[src/rtl/bcu_pkg.sv]
// package for the branch control unit: widths, formats, opcodes, states
package bcu_pkg;
  localparam int W = 24;
  localparam int AW = 20;
  // operational states
  localparam logic [1:0] OPST_ZERO = 2'h0;
  localparam logic [1:0] OPST_ONE = 2'h1;
  localparam logic [1:0] OPST_THREE = 2'h3;
  // compatibility save word fields
  localparam int CSW_RET_LSB = 0;
  localparam int CSW_RET_W = 16;
  localparam int CSW_CC_LSB = 16;
  localparam int CSW_CC_W = 4;
  localparam int CSW_VM_BIT = 20;
  // extension save word fields
  localparam int XSW_RET_W = 20;
  // byte address increment fields
  localparam int BYTE_LSB = 22;
  localparam logic [1:0] BYTE_WRAP_SET = 2'h1;
  localparam logic [W-1:0] BYTE_FALL_LOAD = 24'h400000;
  localparam logic [8:0] BBI_OPCODE = 9'h187;
  // dedicated interrupt location and reset values
  localparam logic [AW-1:0] INT_VEC_ADDR = 20'h00020;
  localparam logic [AW-1:0] PC_RESET = 20'h00000;
  localparam logic [W-1:0] IDX_RESET = 24'h000000;
  typedef enum logic [3:0] {
    BC_NONE, BC_UNCOND, BC_COND, BC_LINK_UNR, BC_REL_USER,
    BC_SAVE, BC_SAVE_EXT, BC_RET, BC_BYTE_INC
  } bcu_op_t;
  typedef struct packed {
    bcu_op_t op;
    logic indirect;
    logic [3:0] cond_sel;
    logic [AW-1:0] ea;
    logic [8:0] opcode;
  } bcu_req_t;
  typedef struct packed {
    logic we;
    logic re;
    logic [AW-1:0] addr;
    logic [W-1:0] wdata;
  } bcu_mem_t;
endpackage : bcu_pkg

[src/rtl/bcu_branch_ctrl.sv]
// branch control unit: branches, save words, interrupt entry and return
// Function
// - after release-user-mode, next branch of any kind except unrestricted branch-and-link enters user mode
// - unrestricted branch-and-link enters monitor mode in states zero, one, three
// - conditional branch jumps only when selected condition present
// - state zero branch-and-save leaves mode and saved-mode bit unchanged
// - compatibility save word: return 15-0, cc 19-16, vm mode 20
// - state one: user uses compatibility, monitor uses extension format
// - extension save word: return 19-0, zeros 23-20
// - state three like state zero but extension save word
// - indirect word format follows same state and mode choice
// - state zero interrupt runs hardware execute-memory of vector
// - states one, three interrupt runs hardware extended save to vector
// - every valid interrupt enters monitor mode
// - saved-mode bit captures mode only at first interrupt
// - interrupt return restores pc from save word, cc only from compatibility format
// - byte increment adds one to bits 23-22, branches if nonzero
// - on wrap set field 01, bump 21-0, zero loads octal 20000000
// - byte increment decodes opcode 607, modifies only its register
// - save writes effective address, continues at address plus one
// - interrupts held off one instruction after branch-and-save
`timescale 1ns/1ns
`default_nettype none
module bcu_branch_ctrl (
  input wire logic sys_clk_in,
  input wire logic rstn_in,
  input wire logic instr_valid_in,
  input wire bcu_pkg::bcu_req_t req_in,
  input wire logic [bcu_pkg::AW-1:0] next_pc_in,
  input wire logic [3:0] cond_reg_in,
  input wire logic [1:0] op_state_in,
  input wire logic irq_in,
  input wire logic int_active_in,
  input wire logic [bcu_pkg::W-1:0] mem_rdata_in,
  input wire logic [bcu_pkg::W-1:0] index_in,
  output logic [bcu_pkg::AW-1:0] pc_out,
  output logic pc_load_out,
  output logic user_mode_out,
  output logic saved_vm_mode_bit_out,
  output logic exec_mem_out,
  output logic irq_hold_out,
  output logic [3:0] cond_restore_out,
  output logic cond_load_out,
  output logic [bcu_pkg::W-1:0] index_out,
  output logic index_load_out,
  output bcu_pkg::bcu_mem_t mem_out,
  output logic done_out
);
  import bcu_pkg::*;
  ////////////////////////////////////////////////////////////////////////
  logic [AW-1:0] pc_r, pc_nxt;
  logic pc_load_r, pc_load_nxt;
  logic user_r, user_nxt;
  logic svm_r, svm_nxt;
  logic rel_pend_r, rel_pend_nxt;
  logic exm_r, exm_nxt;
  logic hold_r, hold_nxt;
  logic [3:0] cc_r, cc_nxt;
  logic cc_load_r, cc_load_nxt;
  logic [W-1:0] idx_r, idx_nxt;
  logic idx_load_r, idx_load_nxt;
  bcu_mem_t mem_r, mem_nxt;
  logic done_r, done_nxt;
  logic state_ok, ext_fmt, is_branch, take_irq;
  logic [1:0] byte_sum;
  logic [21:0] word_sum;
  logic [W-1:0] save_word;
  ////////////////////////////////////////////////////////////////////////
  // format choice by state and mode
  always_comb begin
    state_ok = (op_state_in == OPST_ZERO) || (op_state_in == OPST_ONE) ||
               (op_state_in == OPST_THREE);
    ext_fmt = (op_state_in == OPST_THREE) ||
              ((op_state_in == OPST_ONE) && !user_r);
    is_branch = instr_valid_in && (req_in.op != BC_NONE) && (req_in.op != BC_REL_USER);
    take_irq = irq_in && !hold_r && state_ok;
    byte_sum = index_in[W-1:BYTE_LSB] + 2'h1;
    word_sum = index_in[21:0] + 22'h1;
    if (ext_fmt) begin
      save_word = {{(W-XSW_RET_W){1'b0}}, next_pc_in[XSW_RET_W-1:0]};
    end else begin
      save_word = '0;
      save_word[CSW_RET_LSB +: CSW_RET_W] = next_pc_in[CSW_RET_W-1:0];
      save_word[CSW_CC_LSB +: CSW_CC_W] = cond_reg_in;
      save_word[CSW_VM_BIT] = user_r;
    end
  end
  ////////////////////////////////////////////////////////////////////////
  // next instruction completion state
  always_comb begin
    pc_nxt = pc_r;
    pc_load_nxt = 1'b0;
    user_nxt = user_r;
    svm_nxt = svm_r;
    rel_pend_nxt = rel_pend_r;
    exm_nxt = 1'b0;
    hold_nxt = hold_r;
    cc_nxt = cc_r;
    cc_load_nxt = 1'b0;
    idx_nxt = idx_r;
    idx_load_nxt = 1'b0;
    mem_nxt = '0;
    done_nxt = 1'b0;
    if (take_irq) begin
      if (!int_active_in) begin
        svm_nxt = user_r;
      end
      user_nxt = 1'b0;
      rel_pend_nxt = 1'b0;
      done_nxt = 1'b1;
      if (op_state_in == OPST_ZERO) begin
        exm_nxt = 1'b1;
        pc_nxt = INT_VEC_ADDR;
      end else begin
        mem_nxt.we = 1'b1;
        mem_nxt.addr = INT_VEC_ADDR;
        mem_nxt.wdata = {{(W-XSW_RET_W){1'b0}}, next_pc_in};
        pc_nxt = INT_VEC_ADDR + 20'h1;
        pc_load_nxt = 1'b1;
        hold_nxt = 1'b1;
      end
    end else if (instr_valid_in) begin
      done_nxt = 1'b1;
      hold_nxt = 1'b0;
      if (is_branch && rel_pend_r && state_ok) begin
        rel_pend_nxt = 1'b0;
        user_nxt = 1'b1;
      end
      case (req_in.op)
        BC_UNCOND: begin
          pc_nxt = req_in.ea;
          pc_load_nxt = 1'b1;
        end
        BC_COND: begin
          if ((cond_reg_in & req_in.cond_sel) != 4'h0) begin
            pc_nxt = req_in.ea;
            pc_load_nxt = 1'b1;
          end
        end
        BC_LINK_UNR: begin
          pc_nxt = req_in.ea;
          pc_load_nxt = 1'b1;
          if (state_ok) begin
            user_nxt = 1'b0;
          end
        end
        BC_REL_USER: begin
          rel_pend_nxt = 1'b1;
        end
        BC_SAVE, BC_SAVE_EXT: begin
          if (state_ok) begin
            mem_nxt.we = 1'b1;
            mem_nxt.addr = req_in.ea;
            mem_nxt.wdata = (req_in.op == BC_SAVE_EXT) ?
                            {{(W-XSW_RET_W){1'b0}}, next_pc_in} : save_word;
            pc_nxt = req_in.ea + 20'h1;
            pc_load_nxt = 1'b1;
            hold_nxt = 1'b1;
          end
        end
        BC_RET: begin
          mem_nxt.re = 1'b1;
          mem_nxt.addr = req_in.ea;
          pc_load_nxt = 1'b1;
          if (ext_fmt) begin
            pc_nxt = mem_rdata_in[XSW_RET_W-1:0];
          end else begin
            pc_nxt = {4'h0, mem_rdata_in[CSW_RET_W-1:0]};
            cc_nxt = mem_rdata_in[CSW_CC_LSB +: CSW_CC_W];
            cc_load_nxt = 1'b1;
          end
        end
        BC_BYTE_INC: begin
          if (req_in.opcode == BBI_OPCODE) begin
            idx_load_nxt = 1'b1;
            if (byte_sum != 2'h0) begin
              idx_nxt = {byte_sum, index_in[21:0]};
              pc_nxt = req_in.ea;
              pc_load_nxt = 1'b1;
            end else if (word_sum == 22'h0) begin
              idx_nxt = BYTE_FALL_LOAD;
            end else begin
              idx_nxt = {BYTE_WRAP_SET, word_sum};
              pc_nxt = req_in.ea;
              pc_load_nxt = 1'b1;
            end
          end
        end
        default: begin
          done_nxt = 1'b1;
        end
      endcase
    end
  end
  ////////////////////////////////////////////////////////////////////////
  always_ff @(posedge sys_clk_in) begin
    if (!rstn_in) begin
      pc_r <= PC_RESET;
      pc_load_r <= 1'b0;
      user_r <= 1'b0;
      svm_r <= 1'b0;
      rel_pend_r <= 1'b0;
      exm_r <= 1'b0;
      hold_r <= 1'b0;
      cc_r <= 4'h0;
      cc_load_r <= 1'b0;
      idx_r <= IDX_RESET;
      idx_load_r <= 1'b0;
      mem_r <= '0;
      done_r <= 1'b0;
    end else begin
      pc_r <= pc_nxt;
      pc_load_r <= pc_load_nxt;
      user_r <= user_nxt;
      svm_r <= svm_nxt;
      rel_pend_r <= rel_pend_nxt;
      exm_r <= exm_nxt;
      hold_r <= hold_nxt;
      cc_r <= cc_nxt;
      cc_load_r <= cc_load_nxt;
      idx_r <= idx_nxt;
      idx_load_r <= idx_load_nxt;
      mem_r <= mem_nxt;
      done_r <= done_nxt;
    end
  end
  assign pc_out = pc_r;
  assign pc_load_out = pc_load_r;
  assign user_mode_out = user_r;
  assign saved_vm_mode_bit_out = svm_r;
  assign exec_mem_out = exm_r;
  assign irq_hold_out = hold_r;
  assign cond_restore_out = cc_r;
  assign cond_load_out = cc_load_r;
  assign index_out = idx_r;
  assign index_load_out = idx_load_r;
  assign mem_out = mem_r;
  assign done_out = done_r;
endmodule : bcu_branch_ctrl
`default_nettype wire

[config.mk]
export PLATFORM = sky130hd
export DESIGN_NAME = bcu_branch_ctrl
export DESIGN_NICKNAME = d
export VERILOG_FILES = /design/src/rtl/bcu_pkg.sv /design/src/rtl/bcu_branch_ctrl.sv
export SDC_FILE = /design/constraint.sdc
export NUM_CORES = 1
export LEC_CHECK = 0
export BUFFER_PORTS_ARGS = -buffer_cell sky130_fd_sc_hd__buf_2
export CORE_MARGIN = 3
export CORE_UTILIZATION = 35
export CTS_CLUSTER_SIZE = 14
export DETAILED_ROUTE_END_ITERATION = 8
export PLACE_DENSITY = 0.61
export SETUP_SLACK_MARGIN = 0.4
export SYNTH_ARGS = -nofsm -noshare
export SYNTH_HDL_FRONTEND = slang
export SYNTH_SLANG_ARGS = --single-unit
[constraint.sdc]
create_clock -name sys_clk_in -period 5.15 [get_ports sys_clk_in]
set_input_delay 0.2575 -clock sys_clk_in [delete_from_list [all_inputs] [get_ports sys_clk_in]]
set_output_delay 0.2575 -clock sys_clk_in [all_outputs]
set_load 0.03 [all_outputs]
==> qor.csv, run 1 <==
metric,value,unit
Resized cells post-CTS,0,
synth-to-layout area growth,27.9,%
Peak VDD IR,0.151,mV
post-synthesis sequential area ratio,39.5,%
clk slew on worst S/H paths,0.06,ns
Hold Path Class,input pin to flip-flop,
Reg-to-Reg End,mem_out[5]$_SDFF_PN0_,
r2r worst-path depth,5,
Critical Path Start Type,input pin,
Port Buffers,210,
Avg Inst Size Synth,8.30,µm²
vias in the first global route,5094,
GP Congestion,0.891,
WL per Instance,16.6,µm
post-synth cell types,65,
clock latency on the worst-skew pair,0.34,ns
"area leader, netlist",dfxtp_1,
worst setup path start,index_in[3],
Post-DRT Antenna Nets,0,
Required @ worst endpoint,5.42,ns
Worst Tran Pin Value,1.29,ns
Routed Wire Length,16.2,mm
final setup fails,0,
Multi-input gate area,0.00282,mm²
First-pass DRT Iterations,5,
hpwl dp,12.5,mm
synthesized instance count,610,
status,finished clean,
Max Freq,319,MHz
grt ovf,0,
share of cells above drive strength 1,30.7,%
clk sink count,100,
final hold violations,0,
antenna violations before repair,1,
"commonest cells after routing, fill and taps aside","210 x buf_2, 100 x dfxtp_1, 69 x nor2_1",
Core Region,0.0140,mm²
r2r startpoint,irq_hold_out$_SDFFE_PN0P_,
Cell Rows,43,
clock root cell,clkbuf_16,
vias per cell,5.45,
Remaining DRCs,0,
CP endpoint kind,flip-flop,
Initial Utilization,36.1,%
Yosys top cell area share,39.5,%
"commonest non-fill, non-tap cell in the layout",buf_2,
CTS tree,built,
NumNets Final,912,
Setup TNS Final,0,ns
max-cap viol count,0,
largest net degree at the start of global routing,50,
Die H,126,µm
slew margin rel.,13.5,%
fraction of registers with async set/reset,0,%
Max Fanout on Critical Path,13,
postcts setup bufs,0,
die area,0.0160,mm²
Post-Syn Area,0.00506,mm²
RSZ-0062 raised after global routing,false,
min Tclk post-route,3.14,ns
fillers,1394,
DR vias,5320,
Tot GR Track Use,19.6,%
Register Area,0.00200,mm²
number of buffers created by CTS,9,
Worst Path Arrival,3.40,ns
Post-CTS Hold Fix Bufs,0,
CTS max path bufs,2,
period utilization,60.9,%
yosys warns,0,
crit path to,pc_out[4]$_SDFFE_PN0P_,
Setup Crit Path Kind,input pin to flip-flop,
top_reg_cell synth,dfxtp_1,
number of synthesized flops with an enable pin,0,
Cell Pwr Density,274,mW/mm²
I/O Pins,219,
Final Slew Violations,0,
clock skew,0.00511,ns
Synth Register Bits,100,
Leakage,2.89,nW
Synth area leaders,"dfxtp_1 40%, nor2_1 5.1%, and2_1 4.9%, mux2i_1 4.7%, nand2_1 3.7%",
die width,126,µm
reg2reg setup slack,2.92,ns
initial DRC count,372,
Post-Route Utilization,46.1,%
H-tree levels,3,
first-pass GRT wire length,25.6,mm
==> metal layers <==
layer,global-route usage [%],routed length (µm),up-vias
met5,0,0,-
met4,8.58,445,0
met3,3.92,1230,30
met2,33.4,7750,248
met1,24.1,6750,2483
li1,-,-,2559
==> report_power, final <==
group          internal [W]  switching [W]  total, W
combinational     0.0000989       0.000184  0.000282
sequential         0.000793     0.00000699  0.000800
clock              0.000407       0.000289  0.000695
total               0.00130       0.000479   0.00178
==> worst min path at each step <==
stage,endpoint,startpoint,slack (ns),cells after the start
6_report,mem_out[11]$_SDFF_PN0_,next_pc_in[11],0.11,2
5_1_grt,mem_out[14]$_SDFF_PN0_,next_pc_in[14],0.1,2
4_1_cts,mem_out[11]$_SDFF_PN0_,next_pc_in[11],0.09,2
3_5_place_dp,pc_out[19]$_SDFFE_PN0P_,pc_out[19]$_SDFFE_PN0P_,0.45,2
3_3_place_gp,pc_out[11]$_SDFFE_PN0P_,pc_out[11]$_SDFFE_PN0P_,0.45,2
2_1_floorplan,exec_mem_out$_SDFF_PN0_,op_state_in[1],0.34,1
==> critical path, cell delays in order <==
cell and delay (ns):
buf_2 0.17, nand4_2 0.32, or3_1 0.51, o41ai_2 0.36
nand4_1 0.20, or3_1 0.40, o21ai_1 0.91, mux2i_1 0.27
==> per-stage QoR <==
step                      worst slack (ns)  hold slack (ns)  total power (W)  instance area [µm²]  instances
after global routing                  1.87           0.0995          0.00186                 6480        977
after CTS                             2.11           0.0915          0.00180                 6480        976
final                                 2.01            0.110          0.00178                 6480        977
after detailed placement              1.75            0.453          0.00110                 6160        960
after floorplan                       2.74            0.336         0.000989                 5070        612
after global placement                1.82            0.447          0.00109                 6160        960
==> synth_stat cells, types with 7 or more instances <==
| library cell | n |
|---|---|
| dfxtp_1 | 100 |
| nor2_1 | 69 |
| nand2_1 | 50 |
| and2_1 | 40 |
| a21oi_1 | 32 |
| clkbuf_1 | 29 |
| mux2i_1 | 24 |
| a211oi_1 | 23 |
| o21ai_0 | 22 |
| nand3_1 | 16 |
| nand4_1 | 16 |
| nor3_1 | 14 |
| xnor2_1 | 14 |
| inv_1 | 11 |
| xor2_1 | 10 |
| and3_1 | 9 |
| nor4_1 | 9 |
| o22ai_1 | 9 |
| a22oi_1 | 8 |
| buf_2 | 8 |
| a31oi_1 | 7 |
==> layout make-up <==
cell class / count / area share (%)
diodes: 1 / 0.0386
clock buffers: 12 / 3.96
clock inverters: 4 / 0.869
inverters: 11 / 0.637
multi-input cells: 456 / 43.5
flip-flops and latches: 100 / 30.9
well taps: 180 / 3.48
repair buffers: 213 / 16.6
==> flip-flops by register name, indices dropped and copies added, names as in the netlist <==
name and count:
user_mode_out 1, cond_restore_out 4, mem_out 43, done_out 1, pc_load_out 1, pc_out 20
index_out 24, irq_hold_out 1, cond_load_out 1, rel_pend_r 1, saved_vm_mode_bit_out 1, exec_mem_out 1
index_load_out 1
==> kinds of logic after synthesis <==
logic type | after synthesis | share of synthesized area, %
AND/OR/NAND/NOR | 253 | 25.2
AO/OA/AOI/OAI | 146 | 20.0
flip-flops | 100 | 39.5
buffers and inverters | 56 | 4.92
multiplexers | 26 | 5.19
XOR/XNOR | 24 | 4.15
adder cells (fa/ha/maj) | 4 | 0.988
other | 1 | 0.0740
Note: power is estimated with default switching activity, not from simulation.
==> run 2, diff against run 1 <==
Clock period 5.15 ns to 3.3 ns, I/O delays scaled along.
==> run 2 against run 1 <==
- non-clock buffer count up 9
- flip-flop and latch count unchanged
- first-iteration DRC count down 13%
- via count down 0.41%
- die area unchanged
- global-route usage up 0.38 points
- wire length up 1.4%
- power up 52%
- clock-buffer cell count down 2
- cell area up 0.77%
==> qor.csv, run 2 (synthesis gave the netlist of run 1 again) <==
metric,value,unit,change
share of cells above drive strength 1,31.1,%,+0.40 points
slew margin rel.,52.1,%,+39 points
hpwl dp,12.6,mm,+0.50%
largest net degree at the start of global routing,50,,unchanged
grt ovf,0,,unchanged
Reg-to-Reg End,pc_out[0]$_SDFFE_PN0P_,,
DR vias,5298,,-0.41%
r2r worst-path depth,5,,unchanged
Finished Layout Cells,986,,+0.92%
period utilization,73.6,%,
vias per cell,5.37,,-1.3%
Post-Place Setup Slack,0.539,ns,-1.21 ns
Peak VDD IR,0.202,mV,+33%
WL per Instance,16.6,µm,+0.48%
Setup Crit Path Kind,input pin to flip-flop,,
"commonest cells after routing, fill and taps aside","210 x buf_2, 100 x dfxtp_1, 69 x nor2_1",,
Register Area,0.00200,mm²,unchanged
Final Slew Violations,0,,unchanged
Critical Path Start Type,input pin,,
min Tclk post-route,2.43,ns,
clk sink count,100,,unchanged
initial DRC count,324,,-13%
Remaining DRCs,0,,unchanged
Core Region,0.0140,mm²,unchanged
NumNets Final,921,,+0.99%
GP Congestion,0.878,,-1.4%
Setup TNS Final,0,ns,unchanged
hold slack,0.0171,ns,-0.0931 ns
Post-DRT Antenna Nets,0,,unchanged
status,finished clean,,
slowest CP cell,a21o_1,,
Max Freq,412,MHz,
Cell Rows,43,,unchanged
Post-Place Cells,965,,+0.52%
final setup fails,0,,unchanged
r2r startpoint,irq_hold_out$_SDFFE_PN0P_,,
hold endpoint,mem_out[0]$_SDFF_PN0_,,
worst setup path start,index_in[3],,
reg2reg setup slack,1.39,ns,-1.53 ns
"commonest non-fill, non-tap cell in the layout",buf_2,,
First-pass DRT Iterations,6,,+1
clock latency on the worst-skew pair,0.35,ns,about the same
synth-to-layout area growth,28.9,%,
max-cap viol count,0,,unchanged
fin worst setup slack,0.870,ns,-1.14 ns
clock skew,0.00660,ns,+0.00150 ns
I/O Pins,219,,unchanged
CTS tree,built,,
clk slew on worst S/H paths,0.07,ns,about the same
Worst Tran Pin Value,0.716,ns,-0.572 ns
Initial Utilization,36.1,%,unchanged
hold depth,2,,unchanged
clock root cell,clkbuf_16,,
Multi-input gate area,0.00282,mm²,unchanged
Tot GR Track Use,20.0,%,+0.38 points
"Largest stage delay, worst path",0.50,ns,-0.41 ns
Required @ worst endpoint,3.57,ns,-1.85 ns
Hold Path Class,input pin to flip-flop,,
die width,126,µm,unchanged
Port Buffers,210,,unchanged
Die H,126,µm,unchanged
number of buffers created by CTS,9,,unchanged
CTS max path bufs,2,,unchanged
H-tree levels,3,,unchanged
die area,0.0160,mm²,unchanged
worst hold start,next_pc_in[0],,
final hold violations,0,,unchanged
Worst Path Arrival,2.70,ns,-0.70 ns
max reg flops,43,,unchanged
Routed Wire Length,16.4,mm,+1.4%
first-pass GRT wire length,26.0,mm,+1.9%
total chip power,0.00271,W,+52%
vias in the first global route,5092,,-0.039%
Leakage,2.91,nW,+0.83%
CP endpoint kind,flip-flop,,
fillers,1409,,+1.1%
CP Cell Sequence,buf_2 > nand4_2 > o21a_1 > a2111oi_0 > o2111ai_1 > nor3_1 > a21o_1 > mux2i_1,,
Max Fanout on Critical Path,13,,unchanged
Cell Pwr Density,414,mW/mm²,+51%
antenna violations before repair,0,,-1
RSZ-0062 raised after global routing,false,,
## run 2: cell types whose count changed in the layout (fill, tap and decap cells not counted)
cell,change
buf_4,+5
bufinv_16,-1
clkbuf_1,-1
clkbuf_8,-1
clkinv_2,+1
clkinv_4,-2
clkinvlp_4,+2
dlygate4sd3_1,+4
inv_6,+2
## run 2: final cells by class
cell class | instances | share of cell area, %
Antenna cell | 1 | 0.0383
Clock buffer | 10 | 3.66
Clock inverter | 6 | 0.709
Inverter | 11 | 0.632
Multi-Input combinational cell | 456 | 43.2
Sequential cell | 100 | 30.7
Tap cell | 180 | 3.45
Timing Repair Buffer | 222 | 17.6
## run 2: worst max-delay path by stage
| stage | to | slack [ns] | cells after the start |
|---|---|---|---|
| 6_report | pc_out[14]$_SDFFE_PN0P_ | 0.87 | 8 |
| 3_5_place_dp | pc_out[14]$_SDFFE_PN0P_ | 0.54 | 8 |
| 2_1_floorplan | pc_out[0]$_SDFFE_PN0P_ | 0.98 | 8 |
| 4_1_cts | pc_out[14]$_SDFFE_PN0P_ | 0.86 | 8 |
| 3_3_place_gp | pc_out[0]$_SDFFE_PN0P_ | 0.61 | 8 |
| 5_1_grt | pc_out[12]$_SDFFE_PN0P_ | 0.66 | 8 |
## run 2: critical path: cells and delay by family
kind / cells / cell delay, ns
compound gates: 4 / 1.54
mux: 1 / 0.26
simple gates: 2 / 0.56
buf+inv: 1 / 0.17
## run 2: per-stage QoR
| step | area, µm² | util (%) |
|---|---|---|
| after floorplan | 5070 | - |
| after global placement | 6200 | 44.2 |
| after detailed placement | 6200 | 44.2 |
| after CTS | 6530 | 46.5 |
| after global routing | 6530 | 46.5 |
| final | 6530 | 46.5 |
## run 2: timing repair
action | in CTS | in global routing
endpoints found under the hold margin | 4 | 0
hold buffers | 4 | 0
buffers inserted | 0 | 0
gates resized for setup | 0 | 0
## run 2: power breakdown
group	switching [W]	internal, W
logic	0.000288	0.000160
clock network	0.000470	0.000539
registers	0.0000118	0.00124
## run 2: metal layers
metal,part of all wire (%),track usage (%)
met1,43,24.5
met2,48,34.1
met3,6.7,4.21
met4,2.3,8.39
met5,0,0
==> run 3, diff against run 2 <==
Clock period 3.3 ns to 2.5 ns, I/O delays scaled along.
==> run 3 against run 2 <==
- clock power increased by 47%
- register-to-register slack got worse by 0.71 ns
- sequential power increased by 32%
- core utilization increased by 3.5 points
- cell count increased by 3.4%
- combinational power increased by 46%
- first-iteration DRC count increased by 13%
- wire length increased by 4.3%
- critical endpoint is now pc_out[16]$_SDFFE_PN0P_
==> qor.csv, run 3 (synthesis gave the netlist of run 1 again) <==
metric,value,unit,change
final setup fails,0,,unchanged
CP most frequent cell,nand4_1,,
WL per Instance,16.8,µm,+0.79%
Post-DP Area,0.00634,mm²,+2.2%
antenna violations before repair,0,,unchanged
First-pass DRT Iterations,5,,-1
first-pass GRT wire length,26.5,mm,+1.6%
Post-DRT Antenna Nets,0,,unchanged
Remaining DRCs,0,,unchanged
CP Cell Sequence,buf_12 > ha_4 > nand4_1 > or2_4 > o41ai_2 > nand4_1 > or3_4 > o21ai_4 > buf_6 > mux2i_2,,
clock latency on the worst-skew pair,0.35,ns,about the same
clock skew,0.00819,ns,+0.00159 ns
CP endpoint kind,flip-flop,,
Worst Tran Pin Value,0.626,ns,-0.0905 ns
largest net degree at the start of global routing,50,,unchanged
Routed Wire Length,17.1,mm,+4.3%
Worst Path Arrival,2.37,ns,-0.33 ns
Seq pwr share,43.6,%,-2.5 points
"Largest stage delay, worst path",0.46,ns,-0.04 ns
I/O Pins,219,,unchanged
Post-Place Setup Slack,0.0384,ns,-0.500 ns
Cell Rows,43,,unchanged
Max Fanout on Critical Path,5,,-8
Setup Crit Path Kind,input pin to flip-flop,,
GP Congestion,0.862,,-1.8%
Tot GR Track Use,20.4,%,+0.44 points
min Tclk post-route,2.08,ns,
final instance area,0.00702,mm²,+7.5%
initial DRC count,367,,+13%
Sw Pwr,0.00107,W,+39%
slew margin rel.,58.1,%,+6.1 points
Critical path buffers and inverters,2,,+1
"commonest cells after routing, fill and taps aside","206 x buf_2, 100 x dfxtp_1, 69 x nor2_1",,
NumNets Final,956,,+3.8%
Cell Pwr Density,539,mW/mm²,+30%
RSZ-0062 raised after global routing,true,,
"commonest non-fill, non-tap cell in the layout",buf_2,,
Die H,126,µm,unchanged
share of cells above drive strength 1,33.2,%,+2.2 points
Post-Route Utilization,50.0,%,+3.5 points
status,finished clean,,
Comb pwr share,17.3,%,+0.7 points
vias in the first global route,5172,,+1.6%
Cell Int Power,0.00271,W,+40%
Max Freq,480,MHz,
CTS max path bufs,2,,unchanged
die width,126,µm,unchanged
Initial Utilization,36.1,%,unchanged
Peak VDD IR,0.297,mV,+47%
max-cap viol count,0,,unchanged
Critical Path Start Type,input pin,,
Clk network pwr share,39.2,%,+1.9 points
CTS tree,built,,
hpwl dp,12.8,mm,+1.5%
final hold violations,0,,unchanged
clock root cell,clkbuf_16,,
fillers,1391,,-1.3%
vias per cell,5.32,,-1.0%
Required @ worst endpoint,2.78,ns,-0.79 ns
Leakage,3.12,nW,+7.2%
clk sink count,100,,unchanged
Core Region,0.0140,mm²,unchanged
H-tree levels,3,,unchanged
number of buffers created by CTS,9,,unchanged
clk slew on worst S/H paths,0.07,ns,about the same
Hold Path Class,input pin to flip-flop,,
Antenna Cells,0,,-1
Setup TNS Final,0,ns,unchanged
period utilization,83.4,%,
Final Slew Violations,0,,unchanged
DR vias,5425,,+2.4%
Port Buffers,210,,unchanged
grt ovf,0,,unchanged
synth-to-layout area growth,38.5,%,
Top delay family on crit path,simple AND/OR/NAND/NOR gates,,
slowest CP cell,or3_4,,
fin worst setup slack,0.415,ns,-0.455 ns
switching share of power,28.3,%,-0.13 points
die area,0.0160,mm²,unchanged
max reg flops,43,,unchanged
==> run 3: power by group through the flow <==
| stage | combinational, W | clock (W) | sequential (W) |
|---|---|---|---|
| floorplan | 0.000282 | 0 | 0.00176 |
| global placement | 0.000594 | 0 | 0.00168 |
| detailed placement | 0.000601 | 0 | 0.00168 |
| CTS | 0.000628 | 0.00153 | 0.00165 |
| global route | 0.000709 | 0.00159 | 0.00165 |
| finish | 0.000652 | 0.00148 | 0.00165 |
==> run 3: repair_timing <==
action                                 CTS  global route
hold buffers                            21             0
gates resized for setup                  0            25
endpoints found under the hold margin   20             0
setup endpoints to repair                0            23
buffers inserted                         0             5
==> run 3: worst min-delay path: stages <==
cell,delay (ns)
buf_2,0.08
a22oi_1,0.06
nor2_1,0.08
==> run 3: layout make-up <==
cell class                      count  area (µm²)  area share [%]
Sequential cell                   100        2000            28.5
Tap cell                          180         225            3.21
Clock buffer                       10         239            3.41
Inverter                           11        41.3           0.588
Multi-Input combinational cell    457        2930            41.8
Timing Repair Buffer              256        1500            21.4
Clock inverter                      6        78.8            1.12
==> run 3: per-stage QoR <==
step	cells	power (W)	hold slack (ns)
after floorplan	612	0.00205	0.203
after global placement	976	0.00228	0.323
after detailed placement	976	0.00229	0.331
after CTS	1013	0.00380	0.00502
after global routing	1020	0.00395	0.0192
final	1020	0.00378	0.0243
==> run 3: worst paths after layout <==
check,start,to,slack [ns],cells after the start
max reg2reg,irq_hold_out$_SDFFE_PN0P_,mem_out[16]$_SDFF_PN0_,0.68,6
max,index_in[1],pc_out[16]$_SDFFE_PN0P_,0.42,10
min,next_pc_in[18],mem_out[18]$_SDFF_PN0_,0.02,3
min reg2reg,pc_out[19]$_SDFFE_PN0P_,pc_out[19]$_SDFFE_PN0P_,0.47,2
==> run 3: per-layer routing <==
layer / global-route usage [%] / part of all wire, %
met1: 24.8 / 41
met5: 0 / 0
met3: 6.15 / 8.3
met2: 35.1 / 48
met4: 5.93 / 1.8
